<file path="config.mk">
export PLATFORM = sky130hd
export DESIGN_NAME = tmr2_timer
export DESIGN_NICKNAME = d
export VERILOG_FILES = /design/src/core/tmr2_pkg.sv /design/src/core/tmr2_compare_out.sv /design/src/core/tmr2_prescaler.sv /design/src/core/tmr2_timer.sv
export SDC_FILE = /design/constraint.sdc
export NUM_CORES = 1
export LEC_CHECK = 0
export BUFFER_PORTS_ARGS = -buffer_cell sky130_fd_sc_hd__buf_2
export CAP_MARGIN = 25
export CELL_PAD_IN_SITES_DETAIL_PLACEMENT = 2
export CELL_PAD_IN_SITES_GLOBAL_PLACEMENT = 2
export CORE_MARGIN = 3
export CORE_UTILIZATION = 38
export CTS_CLUSTER_SIZE = 16
export DETAILED_ROUTE_END_ITERATION = 16
export PLACE_DENSITY_LB_ADDON = 0.1
export SLEW_MARGIN = 30
export SYNTH_ARGS = -nofsm -noshare
export SYNTH_HDL_FRONTEND = slang
export SYNTH_SLANG_ARGS = --single-unit
</file>
<file path="constraint.sdc">
create_clock -name clk_in -period 2.7 [get_ports clk_in]
set_input_delay 0.54 -clock clk_in [delete_from_list [all_inputs] [get_ports clk_in]]
set_output_delay 0.54 -clock clk_in [all_outputs]
set_load 0.005 [all_outputs]
</file>
<file path="src/core/tmr2_pkg.sv">
// Shared constants of the 8-bit timer with compare and modulator
package tmr2_pkg;
  // ----------------------------------------------------------------
  // Register offsets
  // ----------------------------------------------------------------
  localparam logic [7:0] ADDR_CONTROL = 8'h25;
  localparam logic [7:0] ADDR_COUNT = 8'h24;
  localparam logic [7:0] ADDR_COMPARE = 8'h23;
  localparam logic [7:0] ADDR_IRQ_FLAGS = 8'h38;
  localparam logic [7:0] ADDR_IRQ_MASK = 8'h39;
  localparam logic [7:0] ADDR_PORT_CTRL = 8'h31;

  // ----------------------------------------------------------------
  // Field positions
  // ----------------------------------------------------------------
  localparam int CTRL_RESERVED_BIT = 7;
  localparam int CTRL_MODULATOR_BIT = 6;
  localparam int CTRL_MODE_HI_BIT = 5;
  localparam int CTRL_MODE_LO_BIT = 4;
  localparam int CTRL_CLEAR_BIT = 3;
  localparam int CTRL_SEL_HI_BIT = 2;
  localparam int CTRL_SEL_LO_BIT = 0;
  localparam int IRQ_OVERFLOW_BIT = 0;
  localparam int IRQ_COMPARE_BIT = 1;
  localparam int PORT_LATCH_BIT = 0;
  localparam int PORT_DIR_BIT = 1;

  // ----------------------------------------------------------------
  // Reset values and counter limits
  // ----------------------------------------------------------------
  localparam logic [7:0] CONTROL_RESET = 8'h00;
  localparam logic [7:0] COUNT_RESET = 8'h00;
  localparam logic [7:0] COMPARE_RESET = 8'h00;
  localparam logic [7:0] COUNT_TOP = 8'hff;
  localparam logic [7:0] COUNT_BOTTOM = 8'h00;
  localparam logic [7:0] CONTROL_WMASK = 8'h7f;

  // ----------------------------------------------------------------
  // Prescaler: terminal masks for divide by 8, 32, 64, 128, 256, 1024
  // ----------------------------------------------------------------
  localparam int PRE_WIDTH = 10;
  localparam logic [9:0] PRE_MASK_8 = 10'h007;
  localparam logic [9:0] PRE_MASK_32 = 10'h01f;
  localparam logic [9:0] PRE_MASK_64 = 10'h03f;
  localparam logic [9:0] PRE_MASK_128 = 10'h07f;
  localparam logic [9:0] PRE_MASK_256 = 10'h0ff;
  localparam logic [9:0] PRE_MASK_1024 = 10'h3ff;

  // Clock select codes
  typedef enum logic [2:0] {
    SEL_STOP = 3'b000,
    SEL_DIV1 = 3'b001,
    SEL_DIV8 = 3'b010,
    SEL_DIV32 = 3'b011,
    SEL_DIV64 = 3'b100,
    SEL_DIV128 = 3'b101,
    SEL_DIV256 = 3'b110,
    SEL_DIV1024 = 3'b111
  } tmr2_sel_e;

  // Compare output modes
  typedef enum logic [1:0] {
    MODE_OFF = 2'b00,
    MODE_TOGGLE = 2'b01,
    MODE_CLEAR = 2'b10,
    MODE_SET = 2'b11
  } tmr2_mode_e;
endpackage

</file>
<file path="src/core/tmr2_compare_out.sv">
// Compare output state: normal actions and modulator set/clear
`timescale 1ns/1ps
module tmr2_compare_out (
  input wire logic clk_in,
  input wire logic rst_n_in,
  input wire logic [1:0] mode_in,
  input wire logic modulator_in,
  input wire logic match_in,
  input wire logic down_in,
  input wire logic [7:0] compare_in,
  output logic level_out
);
  logic level_reg;
  logic level_next;

  // Next level of the compare output on a match; fixed level at zero and full duty in modulator mode
  always_comb begin
    level_next = level_reg;
    if (modulator_in) begin
      if (mode_in[1] && compare_in == tmr2_pkg::COUNT_BOTTOM) begin
        level_next = mode_in[0]; // Zero duty: low, inverted high
      end else if (mode_in[1] && compare_in == tmr2_pkg::COUNT_TOP) begin
        level_next = ~mode_in[0]; // Full duty: high, inverted low
      end else if (mode_in[1] && match_in) begin
        level_next = down_in ^ mode_in[0];
      end
    end else if (match_in) begin
      case (tmr2_pkg::tmr2_mode_e'(mode_in))
        tmr2_pkg::MODE_TOGGLE: level_next = ~level_reg;
        tmr2_pkg::MODE_CLEAR: level_next = 1'b0;
        tmr2_pkg::MODE_SET: level_next = 1'b1;
        default: level_next = level_reg;
      endcase
    end
  end

  // Internal output state; the port latch never touches it
  always_ff @(posedge clk_in or negedge rst_n_in) begin
    if (!rst_n_in) begin
      level_reg <= 1'b0;
    end else begin
      level_reg <= level_next;
    end
  end

  assign level_out = level_reg;
endmodule // tmr2_compare_out

</file>
<file path="src/core/tmr2_prescaler.sv">
// Clock select prescaler producing the timer count enable
`timescale 1ns/1ps
module tmr2_prescaler #(
  parameter int WIDTH = tmr2_pkg::PRE_WIDTH
) (
  input wire logic clk_in,
  input wire logic rst_n_in,
  input wire logic [2:0] clock_sel_in,
  output logic tick_out
);
  logic [WIDTH-1:0] pre_reg;

  // Terminal mask of the divider chosen by a select code
  function automatic logic [WIDTH-1:0] sel_mask(input logic [2:0] sel);
    case (tmr2_pkg::tmr2_sel_e'(sel))
      tmr2_pkg::SEL_DIV8: sel_mask = WIDTH'(tmr2_pkg::PRE_MASK_8);
      tmr2_pkg::SEL_DIV32: sel_mask = WIDTH'(tmr2_pkg::PRE_MASK_32);
      tmr2_pkg::SEL_DIV64: sel_mask = WIDTH'(tmr2_pkg::PRE_MASK_64);
      tmr2_pkg::SEL_DIV128: sel_mask = WIDTH'(tmr2_pkg::PRE_MASK_128);
      tmr2_pkg::SEL_DIV256: sel_mask = WIDTH'(tmr2_pkg::PRE_MASK_256);
      tmr2_pkg::SEL_DIV1024: sel_mask = WIDTH'(tmr2_pkg::PRE_MASK_1024);
      default: sel_mask = '0;
    endcase
  endfunction

  // Free-running divide chain from the system clock
  always_ff @(posedge clk_in or negedge rst_n_in) begin
    if (!rst_n_in) begin
      pre_reg <= '0;
    end else begin
      pre_reg <= pre_reg + 1'b1;
    end
  end

  // One-cycle enable; stop gives none, divide by one gives every cycle
  always_comb begin
    if (clock_sel_in == tmr2_pkg::SEL_STOP) begin
      tick_out = 1'b0;
    end else begin
      tick_out = (pre_reg & sel_mask(clock_sel_in)) ==
                 sel_mask(clock_sel_in);
    end
  end
endmodule // tmr2_prescaler

</file>
<file path="src/core/tmr2_timer.sv">
// 8-bit timer with prescaler, compare match and centred modulator
`timescale 1ns/1ps

// Notes on behaviour
// - Select 000 stops; 001 undivided; others divide by 8 to 1024.
// - Control bit 7 is reserved, ignores writes and reads zero.
// - Control bit 6 switches into modulator mode; clearing restores.
// - Normal mode codes: none, toggle, clear, set on a match.
// - Compare output drives the pin only with direction bit set.
// - Port latch writes never preset the compare output state.
// - Bit 3 clears the counter the cycle after a match.
// - Divide by one with clear shows the compare value once, then 0.
// - The clear bit has no effect in modulator mode.
// - Counter is read/write; resumes from the written value.
// - Compare register is compared with the counter continuously.
// - Only counting into the value matches; writes never do.
// - Match flag sets in the cycle after the match.
// - Flags in a shared flag register, gated by a shared mask.
// - Modulator mode is a glitch-free centred 8-bit modulator.
// - Modulator counts 0 up to 255 and back down, period 510.
// - Modulator codes 0x unconnected; 10 clear up/set down; 11 inverse.
// - Modulator compare writes buffer until 255; reads give buffer.
// - Modulator overflow sets on leaving zero; flags otherwise same.
module tmr2_timer #(
  parameter int PRE_WIDTH = tmr2_pkg::PRE_WIDTH
) (
  input wire logic clk_in,
  input wire logic rst_n_in,
  input wire logic [7:0] addr_in,
  input wire logic [7:0] wdata_in,
  input wire logic write_in,
  input wire logic read_in,
  output logic [7:0] rdata_out,
  output logic overflow_req_out,
  output logic compare_req_out,
  output logic port_d_bit_seven_pin_out,
  output logic port_d_bit_seven_pin_oe_out
);
  // ----------------------------------------------------------------
  // Registers and state
  // ----------------------------------------------------------------
  logic [7:0] control_reg;
  logic [7:0] count_reg;
  logic [7:0] count_next;
  logic [7:0] compare_buf_reg;
  logic [7:0] compare_act_reg;
  logic [1:0] irq_flags_reg;
  logic [1:0] irq_mask_reg;
  logic port_latch_reg;
  logic port_dir_reg;
  logic [7:0] rdata_reg;
  logic down_reg;
  logic counted_reg;

  // ----------------------------------------------------------------
  // Decoded controls
  // ----------------------------------------------------------------
  logic modulator_enable;
  logic [1:0] compare_out_mode;
  logic clear_on_match;
  logic [2:0] clock_sel;
  logic timer_tick;
  logic match;
  logic overflow_event;
  logic wr_control;
  logic wr_count;
  logic wr_compare;
  logic wr_flags;
  logic wr_mask;
  logic wr_port;
  logic oc_level;
  logic pin_connected;

  // Register field views
  assign modulator_enable = control_reg[tmr2_pkg::CTRL_MODULATOR_BIT];
  assign compare_out_mode = {control_reg[tmr2_pkg::CTRL_MODE_HI_BIT],
                             control_reg[tmr2_pkg::CTRL_MODE_LO_BIT]};
  assign clear_on_match = control_reg[tmr2_pkg::CTRL_CLEAR_BIT];
  assign clock_sel = control_reg[tmr2_pkg::CTRL_SEL_HI_BIT:
                                 tmr2_pkg::CTRL_SEL_LO_BIT];

  // Write strobes per register
  assign wr_control = write_in && addr_in == tmr2_pkg::ADDR_CONTROL;
  assign wr_count = write_in && addr_in == tmr2_pkg::ADDR_COUNT;
  assign wr_compare = write_in && addr_in == tmr2_pkg::ADDR_COMPARE;
  assign wr_flags = write_in && addr_in == tmr2_pkg::ADDR_IRQ_FLAGS;
  assign wr_mask = write_in && addr_in == tmr2_pkg::ADDR_IRQ_MASK;
  assign wr_port = write_in && addr_in == tmr2_pkg::ADDR_PORT_CTRL;

  // ----------------------------------------------------------------
  // Prescaler
  // ----------------------------------------------------------------
  tmr2_prescaler #(
    .WIDTH(PRE_WIDTH)
  ) u_prescaler (
    .clk_in(clk_in),
    .rst_n_in(rst_n_in),
    .clock_sel_in(clock_sel),
    .tick_out(timer_tick)
  );

  // ----------------------------------------------------------------
  // Control register
  // ----------------------------------------------------------------
  // Reserved top bit is never stored
  always_ff @(posedge clk_in or negedge rst_n_in) begin
    if (!rst_n_in) begin
      control_reg <= tmr2_pkg::CONTROL_RESET;
    end else if (wr_control) begin
      control_reg <= wdata_in & tmr2_pkg::CONTROL_WMASK;
    end
  end

  // ----------------------------------------------------------------
  // Match detection
  // ----------------------------------------------------------------
  // A match needs the counter to have counted into the value
  assign match = counted_reg &&
                 count_reg == compare_act_reg;

  // Overflow: wrap in normal mode, leaving zero in modulator mode
  always_comb begin
    overflow_event = 1'b0;
    if (timer_tick && !wr_count) begin
      if (modulator_enable) begin
        overflow_event = count_reg == tmr2_pkg::COUNT_BOTTOM &&
                         (down_reg || counted_reg == 1'b0);
      end else begin
        overflow_event = count_reg == tmr2_pkg::COUNT_TOP;
      end
    end
  end

  // ----------------------------------------------------------------
  // Counter
  // ----------------------------------------------------------------
  // Next count value; a software write takes priority
  always_comb begin
    count_next = count_reg;
    if (wr_count) begin
      count_next = wdata_in;
    end else if (match && clear_on_match && !modulator_enable) begin
      count_next = tmr2_pkg::COUNT_BOTTOM;
    end else if (timer_tick) begin
      if (!modulator_enable) begin
        count_next = count_reg + 8'h01;
      end else if (!down_reg && count_reg == tmr2_pkg::COUNT_TOP) begin
        count_next = count_reg - 8'h01;
      end else if (down_reg && count_reg == tmr2_pkg::COUNT_BOTTOM) begin
        count_next = count_reg + 8'h01;
      end else if (down_reg) begin
        count_next = count_reg - 8'h01;
      end else begin
        count_next = count_reg + 8'h01;
      end
    end
  end

  // Count register
  always_ff @(posedge clk_in or negedge rst_n_in) begin
    if (!rst_n_in) begin
      count_reg <= tmr2_pkg::COUNT_RESET;
    end else begin
      count_reg <= count_next;
    end
  end

  // Marks that the current value was reached by counting
  always_ff @(posedge clk_in or negedge rst_n_in) begin
    if (!rst_n_in) begin
      counted_reg <= 1'b0;
    end else if (wr_count) begin
      counted_reg <= 1'b0;
    end else if (timer_tick) begin
      counted_reg <= 1'b1;
    end else if (wr_compare && !modulator_enable) begin
      counted_reg <= 1'b0;
    end else if (match) begin
      counted_reg <= 1'b0; // One match per value reached
    end
  end

  // Direction of the modulator count; turns at top and bottom
  always_ff @(posedge clk_in or negedge rst_n_in) begin
    if (!rst_n_in) begin
      down_reg <= 1'b0;
    end else if (!modulator_enable) begin
      down_reg <= 1'b0;
    end else if (timer_tick && !wr_count) begin
      if (count_reg == tmr2_pkg::COUNT_TOP) begin
        down_reg <= 1'b1;
      end else if (count_reg == tmr2_pkg::COUNT_BOTTOM) begin
        down_reg <= 1'b0;
      end
    end
  end

  // ----------------------------------------------------------------
  // Compare register with modulator holding buffer
  // ----------------------------------------------------------------
  // Software view: always the most recently written value
  always_ff @(posedge clk_in or negedge rst_n_in) begin
    if (!rst_n_in) begin
      compare_buf_reg <= tmr2_pkg::COMPARE_RESET;
    end else if (wr_compare) begin
      compare_buf_reg <= wdata_in;
    end
  end

  // Active value: direct in normal mode, latched at top when modulating
  always_ff @(posedge clk_in or negedge rst_n_in) begin
    if (!rst_n_in) begin
      compare_act_reg <= tmr2_pkg::COMPARE_RESET;
    end else if (!modulator_enable) begin
      if (wr_compare) begin
        compare_act_reg <= wdata_in;
      end else begin
        compare_act_reg <= compare_buf_reg;
      end
    end else if (count_reg == tmr2_pkg::COUNT_TOP && counted_reg) begin
      compare_act_reg <= compare_buf_reg;
    end
  end

  // ----------------------------------------------------------------
  // Shared interrupt flags and mask
  // ----------------------------------------------------------------
  // Flags set the cycle after the event; writing one clears; set wins
  always_ff @(posedge clk_in or negedge rst_n_in) begin
    if (!rst_n_in) begin
      irq_flags_reg <= 2'b00;
    end else begin
      if (overflow_event) begin
        irq_flags_reg[tmr2_pkg::IRQ_OVERFLOW_BIT] <= 1'b1;
      end else if (wr_flags && wdata_in[tmr2_pkg::IRQ_OVERFLOW_BIT]) begin
        irq_flags_reg[tmr2_pkg::IRQ_OVERFLOW_BIT] <= 1'b0;
      end
      if (match) begin
        irq_flags_reg[tmr2_pkg::IRQ_COMPARE_BIT] <= 1'b1;
      end else if (wr_flags && wdata_in[tmr2_pkg::IRQ_COMPARE_BIT]) begin
        irq_flags_reg[tmr2_pkg::IRQ_COMPARE_BIT] <= 1'b0;
      end
    end
  end

  // Mask register
  always_ff @(posedge clk_in or negedge rst_n_in) begin
    if (!rst_n_in) begin
      irq_mask_reg <= 2'b00;
    end else if (wr_mask) begin
      irq_mask_reg <= wdata_in[1:0];
    end
  end

  // Requests gated by the mask
  assign overflow_req_out = irq_flags_reg[tmr2_pkg::IRQ_OVERFLOW_BIT] &&
                            irq_mask_reg[tmr2_pkg::IRQ_OVERFLOW_BIT];
  assign compare_req_out = irq_flags_reg[tmr2_pkg::IRQ_COMPARE_BIT] &&
                           irq_mask_reg[tmr2_pkg::IRQ_COMPARE_BIT];

  // ----------------------------------------------------------------
  // Compare output and shared pin
  // ----------------------------------------------------------------
  tmr2_compare_out u_compare_out (
    .clk_in(clk_in),
    .rst_n_in(rst_n_in),
    .mode_in(compare_out_mode),
    .modulator_in(modulator_enable),
    .match_in(match),
    .down_in(down_reg),
    .compare_in(compare_act_reg),
    .level_out(oc_level)
  );

  // Port latch and direction bit of the shared pin
  always_ff @(posedge clk_in or negedge rst_n_in) begin
    if (!rst_n_in) begin
      port_latch_reg <= 1'b0;
      port_dir_reg <= 1'b0;
    end else if (wr_port) begin
      port_latch_reg <= wdata_in[tmr2_pkg::PORT_LATCH_BIT];
      port_dir_reg <= wdata_in[tmr2_pkg::PORT_DIR_BIT];
    end
  end

  // Codes 0x leave the pin to the port in modulator mode
  assign pin_connected = modulator_enable ? compare_out_mode[1] :
                         compare_out_mode != tmr2_pkg::MODE_OFF;

  // Pin driven only with direction set to output
  assign port_d_bit_seven_pin_oe_out = port_dir_reg;
  assign port_d_bit_seven_pin_out = pin_connected ? oc_level :
                                    port_latch_reg;

  // ----------------------------------------------------------------
  // Read port
  // ----------------------------------------------------------------
  // Read data stand the cycle after the strobe, zero otherwise
  always_ff @(posedge clk_in or negedge rst_n_in) begin
    if (!rst_n_in) begin
      rdata_reg <= 8'h00;
    end else if (read_in) begin
      case (addr_in)
        tmr2_pkg::ADDR_CONTROL: rdata_reg <= control_reg;
        tmr2_pkg::ADDR_COUNT: rdata_reg <= count_reg;
        tmr2_pkg::ADDR_COMPARE: rdata_reg <= compare_buf_reg;
        tmr2_pkg::ADDR_IRQ_FLAGS: rdata_reg <= {6'h00, irq_flags_reg};
        tmr2_pkg::ADDR_IRQ_MASK: rdata_reg <= {6'h00, irq_mask_reg};
        tmr2_pkg::ADDR_PORT_CTRL: rdata_reg <= {6'h00, port_dir_reg,
                                                port_latch_reg};
        default: rdata_reg <= 8'h00;
      endcase
    end else begin
      rdata_reg <= 8'h00;
    end
  end

  assign rdata_out = rdata_reg;
endmodule // tmr2_timer

</file>
==> results.cfg, run 1 <==
[yosys]
netlist_top_cells_area = dfrtp_1 46%, mux2_2 8.2%, xnor2_1 4.1%
synth.top_cell.area_share_pct = 45.8
synth-seq-area-share_pct = 45.8
ys_warn_count = 0
avgSynthCellArea_um2 = 10.3
ys_seq_elements = 58
yosysUniqueCellTypes = 51
syn-cell-area_mm2 = 0.00317
synth_fp_nets = 331
yosys.area.top_type = dfrtp_1
synth_edf_count = 0
synth_top_flop_cell = dfrtp_1
syn_inst = 307
synthArstFlopShare_pct = 100

[clock_network]
cts_max_level = 3
clock-sinks = 58
cts-root-buf = clkbuf_8
path_clk_slew_ns = 0.07
post_cts_resized = 0
clock_latency_ns = 0.34
numCtsBuffers = 9
cts_hold_buf = 0
cts_setup_buffers = 0
clockBufferDepth = 2
cts_tree = yes

[outcome]
status = complete, no violations

[timing]
worst_pin_slew_ns = 0.807
setup_viol = 0
min_period_ns = 2.27
hold_viol = 0
drv_slew = 0
finalClockSkew_ns = 0.0101
fin_crit_sh_pct = 84.0
rsz0062_at_grt = no
fmax_mhz = 441
fin_tns_setup_ns = 0
slew_headroom_pct = 45.5

[critical_path]
critPathLaunchType = flip-flop
crit_path_max_fanout = 8
worstSetupPathType = reg -> reg
arrival_ns = 2.50
cp-end-kind = flip-flop
required_ns = 2.93

[global_route]
overflow = 0
antenna_found_initial = 0
grt_max_degree = 59
grt_pass1_vias = 2900
grt_usage_pct = 22.2
grt_pass1_wl_um = 16400

[hold_path]
min_path_type = in -> async

[final_layout]
stdcell_count = 454
largest_reg_flops = 10
antenna_cells = 0
layout-drive-gt1-share_pct = 24.1
syn_to_final_growth_pct = 14.5
n_fill_cell = 868
nNetsFinal = 371

[power_and_ir_drop]
power_mw = 2.36
p_leak_nw = 1.71
p_per_area_mw_per_mm2 = 650
ir_drop_mv = 0.395

[placement]
gp_congestion = 0.794
place_inst = 438
io_buffers = 31
place_hpwl_um = 6870

[routing]
drt-initial-drc-count = 120
drc = 0
routed_wl_um = 9940
drtAntennaViolNets = 0
dr.pass1.iters = 4
wl_per_cell_um = 21.9
viasPerCell = 5.75
vias = 2612

[die]
die_area_mm2 = 0.00947
chipWidth_um = 97.3
core_area_mm2 = 0.00793
initial_core_util_pct = 40.0
fp.dieH_um = 97.3
num_rows = 32
io_pins = 32

[flow_run]
cap_violations = 0
[Yosys cell counts, drive strengths merged, types with 4 or more instances]
| master | count |
|---|---|
| mux2 | 23 |
| o21ai | 17 |
| nor3 | 4 |
| a211oi | 6 |
| a222oi | 7 |
| nand2 | 25 |
| nor2 | 24 |
| mux2i | 9 |
| inv | 11 |
| a21oi | 14 |
| xor2 | 10 |
| dfrtp | 58 |
| ha | 4 |
| xnor2 | 15 |
| clkbuf | 5 |
| nand3 | 11 |
| nand4 | 6 |
| a31oi | 4 |
| buf | 5 |
| and3 | 10 |
[logic make-up (layout without fill, tap and decap cells)]
kind of cell | count (synthesis) | in the layout | share of synthesized area [%]
and+or+nand+nor | 100 | 100 | 16.7
AOI/OAI and AO/OA | 66 | 66 | 14.0
DFF | 58 | 58 | 45.8
muxes | 32 | 32 | 11.0
xor gates and xnor gates | 25 | 25 | 6.91
buffers and inverters | 22 | 67 | 3.99
adders and majority gates | 4 | 4 | 1.58
[power by group]
| part | internal (mW) | switching, mW |
|---|---|---|
| sequential | 0.941 | 0.141 |
| combinational | 0.201 | 0.260 |
| clock | 0.448 | 0.369 |
| total | 1.59 | 0.770 |
[final timing paths]
path | start | endpoint | slack [ns] | cells after the start
worst max-delay path | control_reg[0] | count_reg[0] | 0.43 | 6
worst min-delay path | rst_n_in | count_reg[4] | 0.34 | 2
worst max register to register | control_reg[0] | count_reg[0] | 0.43 | 6
worst min register to register | u_prescaler.pre_reg[0] | u_prescaler.pre_reg[0] | 0.46 | 1
max in group asynchronous | rst_n_in | compare_buf_reg[0] | 1.85 | 2
min in group clk_in | wdata_in[7] | count_reg[7] | 0.44 | 3
[cell type report]
cell class              count  area (um2)  share of cell area [%]
flip-flops and latches     58        1450                    40.0
well taps                 102         128                    3.52
multi-input cells         227        1590                    43.8
clock inverters             5        53.8                    1.48
repair buffers             40         223                    6.14
inverters                  11        41.3                    1.14
clock buffers              11         141                    3.90
[through the flow]
stage,setup WS [ns],util [%],hold WS (ns),area (um2)
finish,0.433,45.8,0.337,3630
global route,0.131,45.8,0.395,3630
CTS,0.393,45.8,0.372,3630
detailed placement,0.191,43.3,0.455,3430
global placement,0.249,43.3,0.442,3430
floorplan,0.616,-,0.244,3170
[metal layers]
layer	wire (um)	up-vias	global-route usage, %
li1	-	1205	-
met1	4600	1346	30.0
met2	4840	51	36.6
met3	337	10	3.73
met4	165	0	6.39
met5	0	-	0
[placed cells by master (no fill, tap or decap), types with 3 or more instances in the layout]
cell type / instances
a211oi_1: 5
a21boi_0: 3
a21oi_1: 14
a222oi_1: 7
a22oi_1: 3
a31oi_1: 4
and3_1: 8
buf_2: 31
buf_4: 9
clkbuf_8: 10
clkinv_2: 3
dfrtp_1: 58
ha_1: 4
inv_1: 11
mux2_2: 23
mux2i_1: 9
nand2_1: 25
nand3_1: 10
nand4_1: 6
nor2_1: 24
nor3_1: 4
nor4b_1: 3
o21ai_0: 15
xnor2_1: 15
xor2_1: 10
[critical path, stage by stage (launching register included)]
cell and delay, ns:
dfrtp_1 0.45, a21boi_0 0.19, o21ai_0 0.09, a41oi_1 0.70, nor2_1 0.28, xnor2_1 0.20
o21ai_0 0.25
Power figures use the tool's default switching activity.
==> run 2, diff against run 1 <==
--- a/config.mk
+++ b/config.mk
@@ -5,12 +5,13 @@
 export SDC_FILE = /design/constraint.sdc
 export NUM_CORES = 1
 export LEC_CHECK = 0
+export ABC_AREA = 1
 export BUFFER_PORTS_ARGS = -buffer_cell sky130_fd_sc_hd__buf_2
 export CAP_MARGIN = 25
 export CELL_PAD_IN_SITES_DETAIL_PLACEMENT = 2
 export CELL_PAD_IN_SITES_GLOBAL_PLACEMENT = 2
 export CORE_MARGIN = 3
-export CORE_UTILIZATION = 38
+export CORE_UTILIZATION = 31
 export CTS_CLUSTER_SIZE = 16
 export DETAILED_ROUTE_END_ITERATION = 16
 export PLACE_DENSITY_LB_ADDON = 0.1
==> constraint.sdc (replaced) <==
create_clock -name clk_in -period 2 [get_ports clk_in]
set_input_delay 0.4 -clock clk_in [delete_from_list [all_inputs] [get_ports clk_in]]
set_output_delay 0.4 -clock clk_in [all_outputs]
set_load 0.005 [all_outputs]
==> run 2 against run 1 <==
Compared with the run above:
- core utilization shrank 7.3 points
- register-to-register slack got worse by 0.31 ns
- clock skew fell by 0.0059 ns
- area after synthesis rose by 18%
- hold slack worse by 0.27 ns
- synthesized cell count is 70% higher
- sequential share of layout area is 7.4 points lower
- critical path type unchanged
- largest cell class unchanged
- largest power group is now the clock network
==> results.cfg, run 2 <==
[critical_path]
crit_path_max_fanout = 16
required_ns = 2.22
cp-end-kind = flip-flop
worst-path-buf-inv = 1
critical-path-top-delay-family = simple AND/OR/NAND/NOR gates
path_cells = inv_1 -> nand2_1 -> and3_1 -> nand4_4 -> nand3_4 -> nand2_1 -> nor2_1 -> nor2_1
slowest_stage = dfrtp_1
worstSetupPathType = reg -> reg
arrival_ns = 2.10
slowest_delay_ns = 0.59
critPathLaunchType = flip-flop

[global_route]
grt_pass1_wl_um = 22000
grt_usage_pct = 21.7
antenna_found_initial = 0
grt_pass1_vias = 4022
grt_max_degree = 59
overflow = 0

[yosys]
avgSynthCellArea_um2 = 7.17
synth-seq-area-share_pct = 38.7
syn-cell-area_mm2 = 0.00375
yosysUniqueCellTypes = 39
synth_edf_count = 0
synthArstFlopShare_pct = 100
synth.most_common_cell = nand2_1
netlist_top_cells_area = dfrtp_1 39%, nand2_1 16%, inv_1 6.0%
synth_top_flop_cell = dfrtp_1
syn_inst = 523
yosys.area.top_type = dfrtp_1
yosys-top-cells-count = 161 x nand2_1, 60 x inv_1, 58 x dfrtp_1, 49 x nor2_1, 37 x o21ai_0
ys_seq_elements = 58
synth.top_cell.area_share_pct = 38.7
synth_fp_nets = 547
ys_warn_count = 0

[timing]
min_period_ns = 1.87
slew_headroom_pct = 47.4
worst_pin_slew_ns = 0.780
fin_crit_sh_pct = 93.6
setup_viol = 0
finalClockSkew_ns = 0.00413
fmax_mhz = 534
hold_viol = 0
drv_slew = 0
worst_slack_ns = 0.127
hold_slack_ns = 0.0626

[die]
io_pins = 32
initial_core_util_pct = 32.3
fp.dieH_um = 116
chipWidth_um = 116
num_rows = 39
core_area_mm2 = 0.0116
die_area_mm2 = 0.0135

[placement]
io_buffers = 31
dp_slack_ns = 0.0939
place_hpwl_um = 10400
gp_congestion = 0.838
place_inst = 702
place_area_mm2 = 0.00412

[clock_network]
clockBufferDepth = 2
clock_latency_ns = 0.34
clock-sinks = 58
cts-root-buf = clkbuf_16
path_clk_slew_ns = 0.06
numCtsBuffers = 9
cts_tree = yes
cts_max_level = 3
cts_hold_buf = 0

[final_layout]
stdcell_count = 719
n_fill_cell = 1394
layout-drive-gt1-share_pct = 19.6
final_common_cell = nand2_1
stdcell_area_mm2 = 0.00447
antenna_cells = 0
most-common-layout-cells = 160 x nand2_1, 59 x inv_1, 53 x dfrtp_1
syn_to_final_growth_pct = 19.1
nNetsFinal = 595
largest_reg_flops = 10

[hold_path]
min_path_type = in -> async

[power_and_ir_drop]
p_leak_nw = 2.28
power_mw = 4.32
p_per_area_mw_per_mm2 = 967
ir_drop_mv = 0.626

[outcome]
status = complete, no violations

[routing]
routed_wl_um = 13600
dr.pass1.iters = 4
drtAntennaViolNets = 0
vias = 3628
drc = 0
wl_per_cell_um = 18.9
viasPerCell = 5.05
drt-initial-drc-count = 128

[flow_run]
cap_violations = 0
## run 2: cell types whose count changed after synthesis, moves of 8 or more
cell     before  now
nand2_1      25  161
inv_1        11   60
nor2_1       24   49
mux2_2       23    0
o21ai_0      15   37
nand3_1      10   31
xnor2_1      15    2
inv_2         0    9
mux2i_1       9    0
nand4_1       6   14
## run 2: per-stage QoR
stage               util [%]  setup TNS [ns]
finish                  38.5               0
global route            38.5        -0.00103
CTS                     38.2               0
detailed placement      35.5               0
global placement        35.5               0
floorplan                  -               0
## run 2: final cells by class
| type | instances | area, um2 | share of cell area (%) |
|---|---|---|---|
| Multi-Input combinational cell | 379 | 1900 | 42.6 |
| Sequential cell | 58 | 1460 | 32.6 |
| Timing Repair Buffer | 52 | 338 | 7.56 |
| Inverter | 71 | 274 | 6.13 |
| Clock buffer | 9 | 225 | 5.04 |
| Tap cell | 143 | 179 | 4.00 |
| Clock inverter | 7 | 92.6 | 2.07 |
## run 2: logic make-up after synthesis
kind of cell             synth area share, %
adder cells (fa/ha/maj)                 1.33
buffers and inverters                   10.8
AO/OA/AOI/OAI                           10.8
XOR/XNOR                                3.74
AND/OR/NAND/NOR                         34.6
flip-flops                              38.7
## run 2: where the power goes
part,internal [mW],switching [mW],total [mW]
clock network,1.09,0.585,1.67
logic,0.396,0.717,1.11
registers,1.32,0.219,1.54
total,2.80,1.52,4.32
## run 2: worst reg2reg max path, delay by kind of cell (launching register included)
kind | cells | cell delay (ns)
buffers and inverters | 1 | 0.16
and+or+nand+nor | 7 | 1.00
DFF | 1 | 0.59
## run 2: layer usage
layer  vias up  wire length [um]  GRT usage [%]  share of wire [%]
met2        41              6530           36.6                 48
met4         0               196           6.03                1.4
met3        19               316           3.08                2.3
met5         -                 0              0                  0
li1       1770                 -              -                  -
met1      1798              6530           29.0                 48
## run 2: timing repair
| action | in CTS | in global routing |
|---|---|---|
| resized for setup | 0 | 10 |
| setup buffers | 0 | 1 |
| endpoints found under the setup margin | 0 | 9 |
## run 2: worst paths after layout
check | slack (ns) | depth (start not counted) | end | start
max reg2reg | 0.13 | 8 | count_reg[1] | count_reg[4]
max | 0.13 | 8 | count_reg[1] | count_reg[4]
min | 0.06 | 2 | u_prescaler.pre_reg[5] | rst_n_in
min reg2reg | 0.45 | 1 | u_prescaler.pre_reg[0] | u_prescaler.pre_reg[0]
min in group clk_in | 0.32 | 3 | rdata_out[0] | read_in
max in group asynchronous | 1.63 | 2 | count_reg[0] | rst_n_in
